--- config.mk ---
export PLATFORM = sky130hd
export DESIGN_NAME = aurx_top
export DESIGN_NICKNAME = d
export VERILOG_FILES = /design/src/aurx_pkg.sv /design/src/aurx_top.sv
export SDC_FILE = /design/constraint.sdc
export NUM_CORES = 1
export LEC_CHECK = 0
export BUFFER_PORTS_ARGS = -buffer_cell sky130_fd_sc_hd__clkbuf_2
export CAP_MARGIN = 20
export CORE_MARGIN = 2
export CORE_UTILIZATION = 45
export CTS_CLUSTER_DIAMETER = 200
export DETAILED_ROUTE_END_ITERATION = 8
export GPL_TIMING_DRIVEN = 0
export RECOVER_POWER = 50
export SLEW_MARGIN = 25
export SYNTH_ARGS = -nofsm -noshare
export SYNTH_HDL_FRONTEND = slang
export SYNTH_SLANG_ARGS = --single-unit
--- constraint.sdc ---
create_clock -name clock -period 2.7 [get_ports clock]
set_input_delay 0 -clock clock [delete_from_list [all_inputs] [get_ports clock]]
set_output_delay 0 -clock clock [all_outputs]
set_load 0.02 [all_outputs]
--- src/aurx_pkg.sv ---
// Package with register map, field positions and carrier types of the serial receive/break block.
package aurx_pkg;

	// ==========================================================================
	// Register byte offsets
	localparam logic [7:0] AURX_OFS_RCV_STATUS = 8'h00;
	localparam logic [7:0] AURX_OFS_RCV_DATA = 8'h04;
	localparam logic [7:0] AURX_OFS_TX_STATUS = 8'h08;
	localparam logic [7:0] AURX_OFS_BAUD_CTRL = 8'h0C;
	localparam logic [7:0] AURX_OFS_DIV_HIGH = 8'h10;
	localparam logic [7:0] AURX_OFS_DIV_LOW = 8'h14;
	localparam logic [7:0] AURX_OFS_TX_BUF = 8'h18;
	localparam logic [7:0] AURX_OFS_FLAGS = 8'h1C;

	// ==========================================================================
	// Field positions
	localparam int AURX_RS_PORT_EN = 7;
	localparam int AURX_RS_NINE_EN = 6;
	localparam int AURX_RS_CONT_EN = 4;
	localparam int AURX_RS_ADDR_EN = 3;
	localparam int AURX_RS_FRAMING_ERROR_FLAG = 2;
	localparam int AURX_RS_OVERRUN_FLAG = 1;
	localparam int AURX_RS_NINTH = 0;
	localparam int AURX_TS_TX_EN = 5;
	localparam int AURX_TS_SYNC = 4;
	localparam int AURX_TS_BREAK = 3;
	localparam int AURX_TS_HSPEED = 2;
	localparam int AURX_TS_EMPTY = 1;
	localparam int AURX_BC_IDLE = 6;
	localparam int AURX_BC_DIV16 = 3;
	localparam int AURX_BC_WAKE = 1;
	localparam int AURX_FL_RCV_IE = 3;
	localparam int AURX_FL_TXE = 1;
	localparam int AURX_FL_RCV = 0;

	// ==========================================================================
	// Reset values and timing counts
	localparam logic [7:0] AURX_RST_REG = 8'h00;
	localparam logic [7:0] AURX_RST_TX_STATUS = 8'h02;
	localparam logic [7:0] AURX_RST_BAUD_CTRL = 8'h40;
	localparam logic [3:0] AURX_OVS_LAST = 4'hF;
	localparam logic [3:0] AURX_OVS_MID = 4'h7;
	localparam logic [3:0] AURX_BRK_ZEROS = 4'hC;
	localparam logic [1:0] AURX_PRE_X64 = 2'h3;

	// ==========================================================================
	// Carrier types
	typedef enum logic [1:0] {
		AURX_RX_IDLE = 2'b00,
		AURX_RX_START = 2'b01,
		AURX_RX_DATA = 2'b10,
		AURX_RX_STOP = 2'b11
	} aurx_rx_state_t;

	typedef enum logic [1:0] {
		AURX_TX_IDLE = 2'b00,
		AURX_TX_START = 2'b01,
		AURX_TX_DATA = 2'b10,
		AURX_TX_STOP = 2'b11
	} aurx_tx_state_t;

	typedef struct packed {
		logic [7:0] paddr;
		logic psel;
		logic penable;
		logic pwrite;
		logic [31:0] pwdata;
	} aurx_apb_req_t;

endpackage : aurx_pkg

--- src/aurx_top.sv ---
// Asynchronous serial receiver with wake-up, break transmit and APB register slave.
`timescale 1ns/10ps
module aurx_top (
	// Clock and reset
	input wire logic clock,
	input wire logic sys_rst,
	// APB slave
	input wire aurx_pkg::aurx_apb_req_t apb_req,
	output logic [31:0] prdata,
	output logic pready,
	output logic pslverr,
	// Serial line and sleep
	input wire logic serial_in_line,
	input wire logic sleep_mode,
	output logic serial_out_line,
	// Interrupt and wake
	output logic receive_irq,
	output logic wake_request
);

	// ==========================================================================
	// Registers
	logic [7:0] rcv_status;
	logic [7:0] rcv_data;
	logic [7:0] tx_status;
	logic [7:0] baud_ctrl;
	logic [7:0] div_high;
	logic [7:0] div_low;
	logic [7:0] tx_buf;
	logic tx_buf_full;
	logic receive_flag;
	logic receive_interrupt_enable;
	logic wake_flag;

	// ==========================================================================
	// APB decode
	wire logic bus_acc = apb_req.psel & apb_req.penable;
	wire logic bus_wr = bus_acc & apb_req.pwrite;
	wire logic bus_rd = bus_acc & ~apb_req.pwrite;
	wire logic hit_rs = apb_req.paddr == aurx_pkg::AURX_OFS_RCV_STATUS;
	wire logic hit_rd = apb_req.paddr == aurx_pkg::AURX_OFS_RCV_DATA;
	wire logic hit_ts = apb_req.paddr == aurx_pkg::AURX_OFS_TX_STATUS;
	wire logic hit_bc = apb_req.paddr == aurx_pkg::AURX_OFS_BAUD_CTRL;
	wire logic hit_dh = apb_req.paddr == aurx_pkg::AURX_OFS_DIV_HIGH;
	wire logic hit_dl = apb_req.paddr == aurx_pkg::AURX_OFS_DIV_LOW;
	wire logic hit_tb = apb_req.paddr == aurx_pkg::AURX_OFS_TX_BUF;
	wire logic hit_fl = apb_req.paddr == aurx_pkg::AURX_OFS_FLAGS;
	wire logic hit_any = hit_rs | hit_rd | hit_ts | hit_bc | hit_dh | hit_dl | hit_tb | hit_fl;
	wire logic [7:0] wbyte = apb_req.pwdata[7:0];
	wire logic rd_data_evt = bus_rd & hit_rd & ~pready;
	wire logic tb_wr_evt = bus_wr & hit_tb & ~pready & ~tx_buf_full;
	wire logic [7:0] flags_rd = {4'h0, receive_interrupt_enable, 1'b0, ~tx_buf_full,
		receive_flag};
	wire logic [7:0] next_rd_byte = hit_rs ? rcv_status : hit_rd ? rcv_data :
		hit_ts ? tx_status : hit_bc ? baud_ctrl : hit_dh ? div_high :
		hit_dl ? div_low : hit_fl ? flags_rd : 8'h00;

	// ==========================================================================
	// Control bits
	wire logic port_en = rcv_status[aurx_pkg::AURX_RS_PORT_EN] &
		~tx_status[aurx_pkg::AURX_TS_SYNC];
	wire logic nine_en = rcv_status[aurx_pkg::AURX_RS_NINE_EN];
	wire logic cont_en = rcv_status[aurx_pkg::AURX_RS_CONT_EN];
	wire logic addr_en = rcv_status[aurx_pkg::AURX_RS_ADDR_EN];
	wire logic wake_en = baud_ctrl[aurx_pkg::AURX_BC_WAKE];
	wire logic tx_en = tx_status[aurx_pkg::AURX_TS_TX_EN];
	wire logic brk_req = tx_status[aurx_pkg::AURX_TS_BREAK];

	// ==========================================================================
	// Baud generator: one tick per x16 sample, x64 slowed by a prescaler.
	logic [15:0] brg_cnt;
	logic [1:0] brg_pre;
	wire logic x64_mode = ~tx_status[aurx_pkg::AURX_TS_HSPEED] &
		~baud_ctrl[aurx_pkg::AURX_BC_DIV16];
	wire logic [15:0] brg_top = baud_ctrl[aurx_pkg::AURX_BC_DIV16] ? {div_high, div_low} :
		{8'h00, div_low};
	wire logic brg_wrap = brg_cnt == 16'h0000;
	wire logic ovs_tick = brg_wrap & (~x64_mode | brg_pre == aurx_pkg::AURX_PRE_X64);
	always_ff @(posedge clock) begin
		if (sys_rst | ~port_en) begin
			brg_cnt <= 16'h0000;
			brg_pre <= 2'h0;
		end else begin
			brg_cnt <= brg_wrap ? brg_top : brg_cnt - 16'h0001;
			if (brg_wrap) begin
				brg_pre <= brg_pre + 2'h1;
			end
		end
	end

	// ==========================================================================
	// Receiver: x16 sampler feeds a bit-rate shifter.
	aurx_pkg::aurx_rx_state_t rx_state;
	logic [3:0] rx_ovs;
	logic [3:0] rx_bit;
	logic [8:0] rx_shift;
	logic line_q;
	wire logic rx_mid = ovs_tick & rx_ovs == aurx_pkg::AURX_OVS_MID;
	wire logic rx_fall = line_q & ~serial_in_line;
	wire logic rx_rise = ~line_q & serial_in_line;
	wire logic [3:0] rx_bits = nine_en ? 4'h9 : 4'h8;
	wire logic rx_done = rx_state == aurx_pkg::AURX_RX_STOP & rx_mid;
	wire logic [7:0] rx_low = nine_en ? rx_shift[7:0] : rx_shift[8:1];
	wire logic rx_ninth = nine_en & rx_shift[8];
	wire logic rx_keep = ~(nine_en & addr_en & ~rx_ninth);
	wire logic rx_store = rx_done & rx_keep;
	wire logic rx_framing_error_flag = rx_store & ~serial_in_line;
	wire logic rx_overrun_flag = rx_store & receive_flag;
	always_ff @(posedge clock) begin
		if (sys_rst) begin
			line_q <= 1'b1;
		end else begin
			line_q <= serial_in_line;
		end
	end
	always_ff @(posedge clock) begin
		if (sys_rst | ~port_en | ~cont_en | wake_en) begin
			rx_state <= aurx_pkg::AURX_RX_IDLE;
			rx_ovs <= 4'h0;
			rx_bit <= 4'h0;
			rx_shift <= 9'h000;
		end else begin
			if (ovs_tick) begin
				rx_ovs <= rx_ovs + 4'h1;
			end
			unique case (rx_state)
				aurx_pkg::AURX_RX_IDLE: begin
					rx_ovs <= 4'h0;
					if (rx_fall) begin
						rx_state <= aurx_pkg::AURX_RX_START;
					end
				end
				aurx_pkg::AURX_RX_START: begin
					if (rx_mid) begin
						rx_state <= serial_in_line ? aurx_pkg::AURX_RX_IDLE : aurx_pkg::AURX_RX_DATA;
						rx_bit <= 4'h0;
					end
				end
				aurx_pkg::AURX_RX_DATA: begin
					if (rx_mid) begin
						rx_shift <= {serial_in_line, rx_shift[8:1]};
						rx_bit <= rx_bit + 4'h1;
						if (rx_bit + 4'h1 == rx_bits) begin
							rx_state <= aurx_pkg::AURX_RX_STOP;
						end
					end
				end
				aurx_pkg::AURX_RX_STOP: begin
					if (rx_mid) begin
						rx_state <= aurx_pkg::AURX_RX_IDLE;
					end
				end
			endcase
		end
	end

	// ==========================================================================
	// Wake detector: armed while wake enable is set, edge seen by sleep-safe logic.
	wire logic wake_evt = wake_en & ~wake_flag & rx_fall;
	wire logic wake_end = wake_en & wake_flag & rx_rise;
	always_ff @(posedge clock) begin
		if (sys_rst) begin
			wake_flag <= 1'b0;
			wake_request <= 1'b0;
		end else begin
			wake_flag <= wake_evt | (wake_flag & wake_en & ~wake_end);
			wake_request <= wake_evt | (wake_request & sleep_mode);
		end
	end

	// ==========================================================================
	// Receive flag, data and interrupt.
	wire logic next_receive_flag = rx_store | wake_evt | (receive_flag & ~rd_data_evt);
	always_ff @(posedge clock) begin
		if (sys_rst) begin
			receive_flag <= 1'b0;
			rcv_data <= aurx_pkg::AURX_RST_REG;
			receive_irq <= 1'b0;
		end else begin
			receive_flag <= next_receive_flag;
			receive_irq <= next_receive_flag & receive_interrupt_enable;
			if (rx_store & ~receive_flag) begin
				rcv_data <= rx_low;
			end
		end
	end

	// ==========================================================================
	// Transmitter with break sequence.
	aurx_pkg::aurx_tx_state_t tx_state;
	logic [3:0] tx_ovs;
	logic [3:0] tx_bit;
	logic [7:0] tx_shift;
	logic tx_is_brk;
	wire logic tx_tick = ovs_tick & tx_ovs == aurx_pkg::AURX_OVS_LAST;
	wire logic tx_load = tx_state == aurx_pkg::AURX_TX_IDLE & tx_buf_full & tx_en & port_en;
	wire logic [3:0] tx_len = tx_is_brk ? aurx_pkg::AURX_BRK_ZEROS : 4'h8;
	wire logic brk_done = tx_state == aurx_pkg::AURX_TX_STOP & tx_tick & tx_is_brk;
	always_ff @(posedge clock) begin
		if (sys_rst | ~tx_en | ~port_en) begin
			tx_state <= aurx_pkg::AURX_TX_IDLE;
			tx_ovs <= 4'h0;
			tx_bit <= 4'h0;
			tx_shift <= 8'h00;
			tx_is_brk <= 1'b0;
			serial_out_line <= 1'b1;
		end else begin
			if (ovs_tick) begin
				tx_ovs <= tx_ovs + 4'h1;
			end
			unique case (tx_state)
				aurx_pkg::AURX_TX_IDLE: begin
					tx_ovs <= 4'h0;
					serial_out_line <= 1'b1;
					if (tx_load) begin
						tx_state <= aurx_pkg::AURX_TX_START;
						tx_is_brk <= brk_req;
						tx_shift <= brk_req ? 8'h00 : tx_buf;
						serial_out_line <= 1'b0;
					end
				end
				aurx_pkg::AURX_TX_START: begin
					if (tx_tick) begin
						tx_state <= aurx_pkg::AURX_TX_DATA;
						tx_bit <= 4'h0;
						serial_out_line <= tx_shift[0] & ~tx_is_brk;
					end
				end
				aurx_pkg::AURX_TX_DATA: begin
					if (tx_tick) begin
						tx_bit <= tx_bit + 4'h1;
						tx_shift <= {1'b0, tx_shift[7:1]};
						if (tx_bit + 4'h1 == tx_len) begin
							tx_state <= aurx_pkg::AURX_TX_STOP;
							serial_out_line <= 1'b1;
						end else begin
							serial_out_line <= tx_shift[1] & ~tx_is_brk;
						end
					end
				end
				aurx_pkg::AURX_TX_STOP: begin
					if (tx_tick) begin
						tx_state <= aurx_pkg::AURX_TX_IDLE;
					end
				end
			endcase
		end
	end

	// ==========================================================================
	// Register writes.
	wire logic tx_busy = tx_state != aurx_pkg::AURX_TX_IDLE;
	wire logic [7:0] next_rs_ctrl = bus_wr & hit_rs & ~pready ? (wbyte & 8'hF8) :
		(rcv_status & 8'hF8);
	always_ff @(posedge clock) begin
		if (sys_rst) begin
			rcv_status <= aurx_pkg::AURX_RST_REG;
			tx_status <= aurx_pkg::AURX_RST_TX_STATUS;
			baud_ctrl <= aurx_pkg::AURX_RST_BAUD_CTRL;
			div_high <= aurx_pkg::AURX_RST_REG;
			div_low <= aurx_pkg::AURX_RST_REG;
			tx_buf <= aurx_pkg::AURX_RST_REG;
			tx_buf_full <= 1'b0;
			receive_interrupt_enable <= 1'b0;
		end else begin
			rcv_status[7:3] <= next_rs_ctrl[7:3];
			if (~next_rs_ctrl[aurx_pkg::AURX_RS_CONT_EN]) begin
				rcv_status[aurx_pkg::AURX_RS_FRAMING_ERROR_FLAG] <= 1'b0;
				rcv_status[aurx_pkg::AURX_RS_OVERRUN_FLAG] <= 1'b0;
			end else begin
				rcv_status[aurx_pkg::AURX_RS_FRAMING_ERROR_FLAG] <= rx_framing_error_flag | (rcv_status[2] & ~rx_store);
				rcv_status[aurx_pkg::AURX_RS_OVERRUN_FLAG] <= rx_overrun_flag | rcv_status[1];
			end
			if (rx_store & ~receive_flag) begin
				rcv_status[aurx_pkg::AURX_RS_NINTH] <= rx_ninth;
			end
			if (bus_wr & hit_ts & ~pready) begin
				tx_status <= {wbyte[7:2], ~tx_busy, wbyte[0]};
			end else begin
				tx_status[aurx_pkg::AURX_TS_EMPTY] <= ~tx_busy & ~tx_load;
				if (brk_done) begin
					tx_status[aurx_pkg::AURX_TS_BREAK] <= 1'b0;
				end
			end
			if (bus_wr & hit_bc & ~pready) begin
				baud_ctrl <= {1'b0, baud_ctrl[6], 2'b00, wbyte[3], 1'b0, wbyte[1], 1'b0};
			end else if (wake_end) begin
				baud_ctrl[aurx_pkg::AURX_BC_WAKE] <= 1'b0;
			end
			baud_ctrl[aurx_pkg::AURX_BC_IDLE] <= rx_state == aurx_pkg::AURX_RX_IDLE;
			if (bus_wr & hit_dh & ~pready) begin
				div_high <= wbyte;
			end
			if (bus_wr & hit_dl & ~pready) begin
				div_low <= wbyte;
			end
			if (tb_wr_evt) begin
				tx_buf <= wbyte;
			end
			tx_buf_full <= tb_wr_evt | (tx_buf_full & ~tx_load);
			if (bus_wr & hit_fl & ~pready) begin
				receive_interrupt_enable <= wbyte[aurx_pkg::AURX_FL_RCV_IE];
			end
		end
	end

	// ==========================================================================
	// APB answer: one wait state, so pready rises in the second access cycle.
	always_ff @(posedge clock) begin
		if (sys_rst) begin
			pready <= 1'b0;
			pslverr <= 1'b0;
			prdata <= 32'h00000000;
		end else begin
			pready <= bus_acc & ~pready;
			pslverr <= bus_acc & ~pready & ~hit_any;
			prdata <= {24'h000000, next_rd_byte};
		end
	end

endmodule : aurx_top

# Yosys cells after proc, flatten, opt, wreduce, memory -nomap -nowiden
# Index checks and enable logic that the tools add are counted.
# totals
ff_bits	149
input_bits	47
output_inout_bits	37
wordCells	238
# op_classes
addsub	6
n_eq_ne	28
muxes	46
bitwise	99
n_reduce_logical	22
# op_table
op	count
two-way mux 8 bit	10
bitwise AND 1 bit	55
equality test 8 x 5 -> 1 bit, second input constant	4
two-way mux 16 bit	2
inverter 1 bit	24
two-way mux 2 bit	11
two-way mux 4 bit	5
inequality test 2 bit, second input constant	10
OR 1 bit	20
adder 4 x 1 -> 4 bit, second input constant	4
equality test 8 x 4 -> 1 bit, second input constant	2
zero test 16 bit	1
case mux 2 bit (4 select lines)	2
case mux 4 bit (2 select lines)	2
case mux 8 bit (2 select lines)	1
subtractor 16 x 1 -> 16 bit, second input constant	1
AND reduction 3 bit	4
nonzero test 2 bit	6
equality test 2 bit, second input constant	5
two-way mux 1 bit	10
AND reduction 5 bit	2
equality test 4 bit	2
equality test 8 x 3 -> 1 bit, second input constant	1
zero test 8 bit	1
other kinds (11)	16

# Depth between registers and ports, before layout
# Gate-level depths: netlist of the first run.
# logic_depth
word_depth	11
ltp_mapped	9
depth_no_buf	7

# Worst setup path after synthesis of the first run
# OpenSTA, ideal clock, no wires.
# synth_path
path_type	reg2reg
from	register brg_cnt[3]
to	register rcv_data[7]
setup_time_ps	130
t_arrival_ps	2102
required_time_ps	2570
setup_slack_ps	468
path_stages_with_launch	8
synth_period_minus_slack_ps	2232
cell_sequence	dfxtp_1 > or3_4 > or3_1 > or4_1 > buf_6 > buf_6 > o21ai_1 > o41ai_2
# synth_via
elab_chain_len	6
# synth_rtl
item	line	text
start, declared	aurx_top.sv:71	logic [15:0] brg_cnt;
start signal, assigned	aurx_top.sv:84	brg_cnt <= brg_wrap ? brg_top : brg_cnt - 16'h0001;
zero test 16 bit	aurx_top.sv:77	wire logic brg_wrap = brg_cnt == 16'h0000;
bitwise AND 1 bit	aurx_top.sv:78	wire logic ovs_tick = brg_wrap & (~x64_mode | brg_pre == aurx_pkg::AURX_PRE_X64);
bitwise AND 1 bit	aurx_top.sv:98	wire logic rx_mid = ovs_tick & rx_ovs == aurx_pkg::AURX_OVS_MID;
bitwise AND 1 bit	aurx_top.sv:102	wire logic rx_done = rx_state == aurx_pkg::AURX_RX_STOP & rx_mid;
bitwise AND 1 bit	aurx_top.sv:106	wire logic rx_store = rx_done & rx_keep;
bitwise AND 1 bit	aurx_top.sv:182	if (rx_store & ~receive_flag) begin
end signal, assigned	aurx_top.sv:177	rcv_data <= aurx_pkg::AURX_RST_REG;
end signal, assigned	aurx_top.sv:183	rcv_data <= rx_low;
end, declared	aurx_top.sv:24	logic [7:0] rcv_data;
# No other way between the ends.
# A chain may end at the register's enable or synchronous reset.

# Final worst setup path of the first run
# layout_path
from	register brg_cnt[3]
to	register rx_shift[1]
# layout_via
elab_chain_len	4
# layout_rtl
item	line	text
zero test 16 bit	aurx_top.sv:77	
bitwise AND 1 bit	aurx_top.sv:78	
bitwise AND 1 bit	aurx_top.sv:98	
AND reduction 2 bit (no source line)	--	
end signal, assigned	aurx_top.sv:141	rx_shift <= {serial_in_line, rx_shift[8:1]};
end, declared	aurx_top.sv:96	logic [8:0] rx_shift;
# No other way between the ends.

==> flow_summary.json, run 1 <==
{
  "die_h_um": 121,
  "synth_top_family_by_area": "simple AND/OR/NAND/NOR gates",
  "grt_pass1_vias": 5205,
  "wl_met1_mm": 7.71,
  "synth-compound-area-share_pct": 13.6,
  "drt_iter0_drc": 352,
  "synth-xor-area-share_pct": 3.33,
  "criticalPathCategory": "register to register",
  "placed_area_um2": 6670,
  "clkTransAtPathRegs_ns": 0.06,
  "ir_drop_mv": 0.342,
  "status": "completed",
  "layoutNonFillerInstCount": 1011,
  "viasPerCell": 5.43,
  "num_vias": 5490,
  "p_leak_uw": 0.00285,
  "hold_violations": 0,
  "port_buffers": 33,
  "top_layer_used": "met4",
  "ys_seq_area_share_pct": 40.4,
  "seqPwrFrac_pct": 43.1,
  "diodes": 0,
  "rows": 42,
  "drive_above_1_share_pct": 10.5,
  "gp_congestion": 0.936,
  "remaining_drc_errors": 0,
  "max_slew_margin_pct": 40.0,
  "slowest_stage": "nor4_1",
  "synth_area_leaders": "dfxtp_1 40%, mux2i_1 9.7%, nand2_1 5.6%",
  "cts_root_buffer": "clkbuf_16",
  "worst_pin_slew_ns": 0.888,
  "die_w_um": 121,
  "wl_mm": 16.7,
  "rsz0062_at_grt": "false",
  "cap_violations": 0,
  "grt_max_degree": 17,
  "dpl.cell_count": 966,
  "swShare_pct": 22.0,
  "drtAntennaViolNets": 0,
  "cp-end-kind": "register",
  "cts_setup_buffers": 0,
  "wl_met3_mm": 1.03,
  "startpoint_type": "register",
  "cts_tree": "built",
  "syn_area_um2": 6200,
  "p_clk_share_pct": 52.6,
  "synth-simple-area-share_pct": 23.1,
  "cts_buffers": 17,
  "combPwrFrac_pct": 4.4,
  "synth_top_area_cell": "dfxtp_1",
  "syn_inst": 734,
  "slowest_delay_ns": 0.43,
  "grt_use_total_pct": 23.9,
  "start_util_pct": 46.4,
  "io_pins": 84,
  "grt_remaining_overflow": 0,
  "clkSinkCount": 125,
  "crit_arrival_ns": 2.84,
  "min_period_ns": 2.55,
  "first_pass_iters": 5,
  "die-area_um2": 14700,
  "clock_latency_ns": 0.42,
  "synthMuxAreaShare_pct": 9.87,
  "ys.flop_type": "dfxtp_1",
  "synth_edf_count": 0,
  "synth_fa_ha_area_share_pct": 2.79,
  "internal-power_uw": 3350,
  "switchingPower_uw": 944,
  "hold_path.class": "input port to register",
  "synthArstFlopShare_pct": 0,
  "h-tree-depth": 4,
  "fin_setup_tns_ns": 0,
  "area_growth_pct": 19.0,
  "fin_skew_ns": 0.00805,
  "pwr_density_cell_nw_per_um2": 582,
  "nFillCells": 1262,
  "cts_max_path_buffers": 2,
  "yosys.cell_types.count": 66,
  "fin_area_um2": 7370,
  "coreArea_um2": 13300,
  "yosys_warnings": 0,
  "routedWlPerCell_um": 16.5,
  "max_freq_mhz": 393,
  "crit_fanout": 10,
  "cp.required_ns": 2.99,
  "grt_pass1_wl_mm": 27.2,
  "avgSynthCellArea_um2": 8.44,
  "wl_met2_mm": 7.61,
  "setup_viol": 0,
  "antenna_found_initial": 0,
  "dp_hpwl_mm": 12.4,
  "finalCritPeriodShare_pct": 94.4,
  "path_cells": "or3_4, or3_1, buf_2, nor4_1, clkbuf_4, mux2i_1, nor2_1",
  "synth_top_area_share_pct": 40.4,
  "final_max_slew_viol_count": 0,
  "synth_seq_cells": 125,
  "fin_nets": 883
}
==> final cells by class <==
| class | count | area (um2) | share of cell area (%) |
|---|---|---|---|
| Tap cell | 176 | 220 | 2.99 |
| Buffer | 67 | 362 | 4.90 |
| Inverter | 18 | 67.6 | 0.916 |
| Clock buffer | 19 | 433 | 5.87 |
| Sequential cell | 125 | 2500 | 33.9 |
| Timing Repair Buffer | 47 | 285 | 3.87 |
| Clock inverter | 12 | 148 | 2.00 |
| Multi-Input combinational cell | 547 | 3360 | 45.5 |
==> critical path, delay by kind of cell, from the launching register on <==
family,cells,cell delay (ns)
DFF,1,0.34
and+or+nand+nor,4,1.32
muxes,1,0.21
buffers and inverters,2,0.55
==> worst paths after layout <==
kind / from / endpoint / slack (ns) / cells past startpoint
setup reg to reg: brg_cnt[3] / rx_shift[1] / 0.15 / 7
setup / recovery: brg_cnt[3] / rx_shift[1] / 0.15 / 7
hold / removal: apb_req[32] / receive_flag / 0.05 / 3
hold reg to reg: rcv_status[5] / rcv_status[5] / 0.46 / 2
==> synthesized netlist by cell type, types with 3 or more instances <==
library cell,number
nor2b_1,10
o211ai_1,3
nor4_1,11
nand2b_1,11
nand3_1,22
inv_1,18
a31oi_1,5
ha_1,13
mux2i_1,60
and2_1,4
nand2_1,93
and4_1,3
xnor2_1,11
buf_1,6
nor2_1,70
a21oi_1,51
clkbuf_1,33
xor2_1,10
nor3_1,21
or2_2,5
or3_1,7
or4_1,5
buf_4,24
dfxtp_1,125
a22oi_1,3
a211oi_1,14
o21ai_0,25
o41ai_1,8
o31ai_1,5
nand4_1,10
==> cell families (layout without fill, tap and decap cells) <==
logic type                 count (synthesis)  after routing
other                                      1             24
DFF                                      125            125
buffers and inverters                     85            163
adders and majority gates                 14             14
muxes                                     61             61
and+or+nand+nor                          292            292
xor gates and xnor gates                  22             22
AOI/OAI and AO/OA                        134            134
==> power groups by stage <==
stage | combinational (uW) | sequential, uW | clock [uW]
floorplan | 111 | 1890 | 0
global route | 200 | 1850 | 2400
detailed placement | 167 | 1890 | 0
finish | 187 | 1850 | 2260
CTS | 184 | 1850 | 2300
global placement | 167 | 1890 | 0
==> layout by cell type, fill, tap and decap left out, drive strengths merged, types with 4 or more instances in the layout <==
cell type and instances:
a211oi 14, a21oi 51, a31oi 5, and2 6, buf 32, clkbuf 87, clkinv 4, clkinvlp 5
conb 24, dfxtp 125, dlygate4sd3 14, ha 13, inv 18, mux2i 60, nand2 93, nand2b 11
nand3 22, nand4 10, nor2 70, nor2b 10, nor3 23, nor4 12, o21ai 27, o31ai 5
o41ai 9, or2 5, or3 8, or4 5, xnor2 11, xor2 10
==> registers in the layout, indices dropped and copies added (netlist names), 7 cells and up, named ones only <==
register	flops
tx_buf	8
brg_cnt	16
div_low	8
tx_status	8
div_high	8
rcv_data	8
prdata	8
rcv_status	7
rx_shift	9
tx_shift	8
==> per-stage QoR <==
stage	power, uW	util (%)	hold WS (ns)	setup WS, ns
floorplan	2000	-	0.107	0.468
global placement	2060	50.0	0.236	0.182
detailed placement	2060	50.0	0.241	0.138
CTS	4330	55.4	0.0166	0.115
global route	4440	55.2	0.0631	0.0261
finish	4290	55.2	0.0541	0.152
==> routing by layer <==
metal | track usage, % | up-vias
met1 | 31.7 | 2577
li1 | - | 2716
met5 | 0 | -
met4 | 10.1 | 0
met2 | 37.3 | 169
met3 | 5.40 | 28
==> what timing repair did <==
item	4_1_cts	5_1_grt
gates resized for setup	0	2
endpoints found under the setup margin	0	3
hold buffers	14	0
endpoints found under the hold margin	43	0
Note: power is estimated with default switching activity, not from simulation.
==> run 2: changes to the inputs <==
Settings changed: ABC_CLOCK_PERIOD_IN_PS set to 2700, CTS_BUF_LIST set to sky130_fd_sc_hd__clkbuf_8 sky130_fd_sc_hd__clkbuf_16, CTS_CLUSTER_DIAMETER 200 to 40.
==> flow_summary.json, run 2 (synthesis gave the netlist of run 1 again) <==
{
  "status": "completed",
  "cp.required_ns": 3.00,
  "swShare_pct": 22.1,
  "wl_mm": 16.8,
  "largest_registers": "brg_cnt (16), rx_shift (9)",
  "hold_violations": 0,
  "grt_max_degree": 17,
  "clkTransAtPathRegs_ns": 0.06,
  "top_register": "brg_cnt",
  "fin_setup_tns_ns": 0,
  "wl_met1_mm": 7.82,
  "nFillCells": 1262,
  "num_vias": 5473,
  "die-area_um2": 14700,
  "startpoint_type": "register",
  "dp_hpwl_mm": 12.4,
  "ir_drop_mv": 0.342,
  "fin_area_um2": 7370,
  "placed_area_um2": 6670,
  "clkSinkCount": 125,
  "hold_path.class": "input port to register",
  "rows": 42,
  "h-tree-depth": 4,
  "cts_root_buffer": "clkbuf_16",
  "first_pass_iters": 5,
  "grt_use_total_pct": 23.9,
  "rsz0062_at_grt": "false",
  "grt_pass1_vias": 5205,
  "seqPwrFrac_pct": 43.1,
  "fin_nets": 883,
  "final_common_cell": "dfxtp_1",
  "io_pins": 84,
  "fin_skew_ns": 0.00831,
  "port_buffers": 33,
  "grt_remaining_overflow": 0,
  "switchingPower_uw": 947,
  "max_slew_margin_pct": 39.8,
  "viasPerCell": 5.41,
  "die_w_um": 121,
  "finalCritPeriodShare_pct": 93.0,
  "cp-end-kind": "register",
  "wl_met3_um": 936,
  "remaining_drc_errors": 0,
  "criticalPathCategory": "register to register",
  "area_growth_pct": 19.0,
  "antenna_found_initial": 0,
  "clock_latency_ns": 0.42,
  "cts_tree": "built",
  "drtAntennaViolNets": 0,
  "p_clk_share_pct": 52.5,
  "internal-power_uw": 3340,
  "multi_input_area_um2": 3360,
  "wl_met2_mm": 7.62,
  "seqCellArea_um2": 2500,
  "diodes": 0,
  "die_h_um": 121,
  "combPwrFrac_pct": 4.4,
  "setup_viol": 0,
  "mostFrequentLayoutCells": "125 x dfxtp_1, 93 x nand2_1, 70 x nor2_1, 60 x mux2i_1, 51 x a21oi_1",
  "largest_reg_flops": 16,
  "cts_buffers": 17,
  "pwr_density_cell_nw_per_um2": 582,
  "worst_pin_slew_ns": 0.891,
  "start_util_pct": 46.4,
  "cts_max_path_buffers": 2,
  "gp_congestion": 0.936,
  "drt_iter0_drc": 353,
  "routedWlPerCell_um": 16.6,
  "crit_arrival_ns": 2.81,
  "min_period_ns": 2.51,
  "cap_violations": 0,
  "coreArea_um2": 13300,
  "drive_above_1_share_pct": 10.5,
  "top_layer_used": "met4",
  "crit_fanout": 10,
  "p_leak_uw": 0.00286,
  "final_max_slew_viol_count": 0,
  "max_freq_mhz": 398,
  "grt_pass1_wl_mm": 27.2
}
==> run 2: changes by cell type in the layout (fill, tap and decap cells not counted), sizes merged <==
cell / previous run / this run
inv: 18 / 20
clkbuf: 87 / 85
==> run 2: cell type report <==
class	instances	share of cell area, %
multi-input combinational	547	45.5
sequential	125	33.9
clock buffer	17	5.77
buffer	67	4.90
timing repair buffer	47	3.87
tap	176	2.99
clock inverter	14	2.10
inverter	18	0.916
==> run 2: power groups by stage <==
stage	sequential, uW	combinational, uW	clock, uW
floorplan	1890	111	0
global placement	1890	167	0
detailed placement	1890	167	0
CTS	1850	184	2290
global route	1850	200	2390
finish	1850	187	2250
==> run 2: repair_timing <==
action	4_1_cts	5_1_grt
hold endpoints to repair	43	0
buffers inserted	0	0
hold buffers	14	0
setup endpoints to repair	0	3
gates resized for setup	0	2
==> run 2: path summary, 6_finish.rpt <==
kind	cells past startpoint	slack (ns)	from	to
max	7	0.19	brg_cnt[3]	rx_shift[1]
min	3	0.05	apb_req[32]	receive_flag
max reg2reg	7	0.19	brg_cnt[3]	rx_shift[1]
min reg2reg	2	0.46	rcv_status[5]	rcv_status[5]
==> run 2: critical path: stages, from the launching register on <==
cell      delay, ns
dfxtp_1        0.34
or3_4          0.42
or3_1          0.41
buf_2          0.21
nor4_1         0.40
clkbuf_4       0.33
mux2i_1        0.21
nor2_1         0.06
==> run 2: metal layers <==
metal,track usage [%],up-vias
li1,-,2717
met1,31.7,2579
met2,37.3,146
met3,5.40,31
met4,10.1,0
met5,0,-
==> run 2: through the flow <==
step | power (uW) | util [%] | hold slack (ns) | setup slack, ns | instances
after CTS | 4320 | 55.4 | 0.0165 | 0.115 | 1011
after global routing | 4440 | 55.2 | 0.0629 | 0.0261 | 1011
after floorplan | 2000 | - | 0.107 | 0.468 | 757
after detailed placement | 2060 | 50.0 | 0.241 | 0.138 | 966
after global placement | 2060 | 50.0 | 0.236 | 0.182 | 966
final | 4290 | 55.2 | 0.0509 | 0.190 | 1011
==> run 3: changes to the inputs <==
Settings changed: BUFFER_PORTS_ARGS -buffer_cell sky130_fd_sc_hd__clkbuf_2 to -buffer_cell sky130_fd_sc_hd__buf_4, CELL_PAD_IN_SITES_DETAIL_PLACEMENT set to 0, CELL_PAD_IN_SITES_GLOBAL_PLACEMENT set to 2, CORE_UTILIZATION 45 to 36, CTS_BUF_LIST sky130_fd_sc_hd__clkbuf_8 sky130_fd_sc_hd__clkbuf_16 to sky130_fd_sc_hd__clkbuf_2 sky130_fd_sc_hd__clkbuf_4 sky130_fd_sc_hd__clkbuf_8, PLACE_DENSITY_LB_ADDON set to 0.1.
==> flow_summary.json, run 3 (synthesis gave the netlist of run 1 again) <==
{
  "setup_viol": 0,
  "first_pass_iters": 5,
  "final_max_slew_viol_count": 0,
  "top_register": "brg_cnt",
  "die_w_um": 135,
  "grt_pass1_wl_mm": 29.1,
  "gp_congestion": 0.859,
  "grt_use_total_pct": 21.0,
  "mostFrequentLayoutCells": "125 x dfxtp_1, 93 x nand2_1, 70 x nor2_1, 60 x mux2i_1, 51 x a21oi_1",
  "coreArea_um2": 16700,
  "die_h_um": 135,
  "criticalPathCategory": "register to register",
  "finalCritPeriodShare_pct": 96.3,
  "grt_pass1_vias": 5142,
  "layout_setup_ws_ns": 0.101,
  "hold_violations": 0,
  "status": "completed",
  "slowest_delay_ns": 0.43,
  "crit_arrival_ns": 2.94,
  "io_pins": 84,
  "startpoint_type": "register",
  "path_cells": "or3_4, or3_1, buf_2, nor4_1, buf_2, mux2i_1, nor2_1",
  "fin_setup_tns_ns": 0,
  "fin_area_um2": 7370,
  "whs_ns": 0.0241,
  "cap_violations": 0,
  "routedWlPerCell_um": 17.4,
  "place_ws_ns": 0.0414,
  "num_vias": 5479,
  "cts_max_path_buffers": 2,
  "largest_registers": "brg_cnt (16), rx_shift (9)",
  "ir_drop_mv": 0.311,
  "drive_above_1_share_pct": 11.0,
  "fin_skew_ns": 0.0131,
  "cp-end-kind": "register",
  "viasPerCell": 5.17,
  "cts_tree": "built",
  "clkTransAtPathRegs_ns": 0.08,
  "max_slew_margin_pct": 40.6,
  "area_growth_pct": 19.0,
  "remaining_drc_errors": 0,
  "cts_buffers": 17,
  "h-tree-depth": 4,
  "cp.required_ns": 3.04,
  "p_leak_uw": 0.00283,
  "pwr_density_cell_nw_per_um2": 539,
  "cts_root_buffer": "clkbuf_8",
  "antenna_found_initial": 0,
  "dp_hpwl_mm": 13.6,
  "rsz0062_at_grt": "false",
  "cts_setup_buffers": 0,
  "cpMostUsedCell": "buf_2",
  "final_common_cell": "dfxtp_1",
  "drt_iter0_drc": 369,
  "placed_area_um2": 6810,
  "wl_mm": 18.4,
  "crit_fanout": 10,
  "utilization_pct": 44.1,
  "min_period_ns": 2.60,
  "start_util_pct": 37.1,
  "slowest_stage": "or3_4",
  "grt_max_degree": 17,
  "largest_reg_flops": 16,
  "drtAntennaViolNets": 0,
  "grt_remaining_overflow": 0,
  "rows": 47,
  "max_freq_mhz": 385,
  "fin_nets": 886,
  "clock_latency_ns": 0.46,
  "die-area_um2": 18300,
  "port_buffers": 33,
  "worst_pin_slew_ns": 0.879,
  "clkSinkCount": 125,
  "diodes": 0,
  "hold_path.class": "input port to register"
}
==> run 3: through the flow <==
step / cells / power [uW]
2_1_floorplan: 757 / 2000
3_3_place_gp: 1010 / 2070
3_5_place_dp: 1010 / 2070
4_1_cts: 1059 / 4010
5_1_grt: 1059 / 4110
6_report: 1059 / 3970
==> run 3: repair_timing <==
item                       4_1_cts  5_1_grt
hold endpoints to repair        51        0
resized for setup                0        1
setup endpoints to repair        0        1
hold buffers                    17        0
==> run 3: metal layers <==
metal  part of all wire (%)  global-route usage (%)  vias up
met5                      0                       0        -
met3                    4.1                    4.75       25
met2                     46                    33.0      122
met4                    1.3                    5.73        0
met1                     48                    29.1     2612
li1                       -                       -     2720
==> run 3: final cells by class <==
| class | count | area, um2 |
|---|---|---|
| buffer | 67 | 359 |
| inverter | 18 | 67.6 |
| multi-input combinational | 547 | 3350 |
| sequential | 125 | 2500 |
| fill | 1717 | 9330 |
| tap | 220 | 275 |
| clock buffer | 17 | 234 |
| timing repair buffer | 50 | 362 |
| clock inverter | 15 | 220 |
==> run 3: critical path: cells and delay by family, from the launching register on <==
| family | cells | cell delay, ns |
|---|---|---|
| AND/OR/NAND/NOR | 4 | 1.31 |
| buffers and inverters | 2 | 0.58 |
| multiplexers | 1 | 0.25 |
| flip-flops | 1 | 0.34 |
==> run 3: where the power goes <==
| group | internal (uW) | switching, uW |
|---|---|---|
| Combinational | 78.3 | 123 |
| Clock | 1100 | 827 |
| Sequential | 1840 | 1.63 |
| Total | 3020 | 951 |
==> run 3: final timing paths <==
path | start | end | slack (ns) | cells past startpoint
max | brg_cnt[3] | rx_shift[4] | 0.10 | 7
min | apb_req[41] | pslverr | 0.02 | 4
max reg2reg | brg_cnt[3] | rx_shift[4] | 0.10 | 7
min reg2reg | tx_status[0] | tx_status[0] | 0.46 | 2
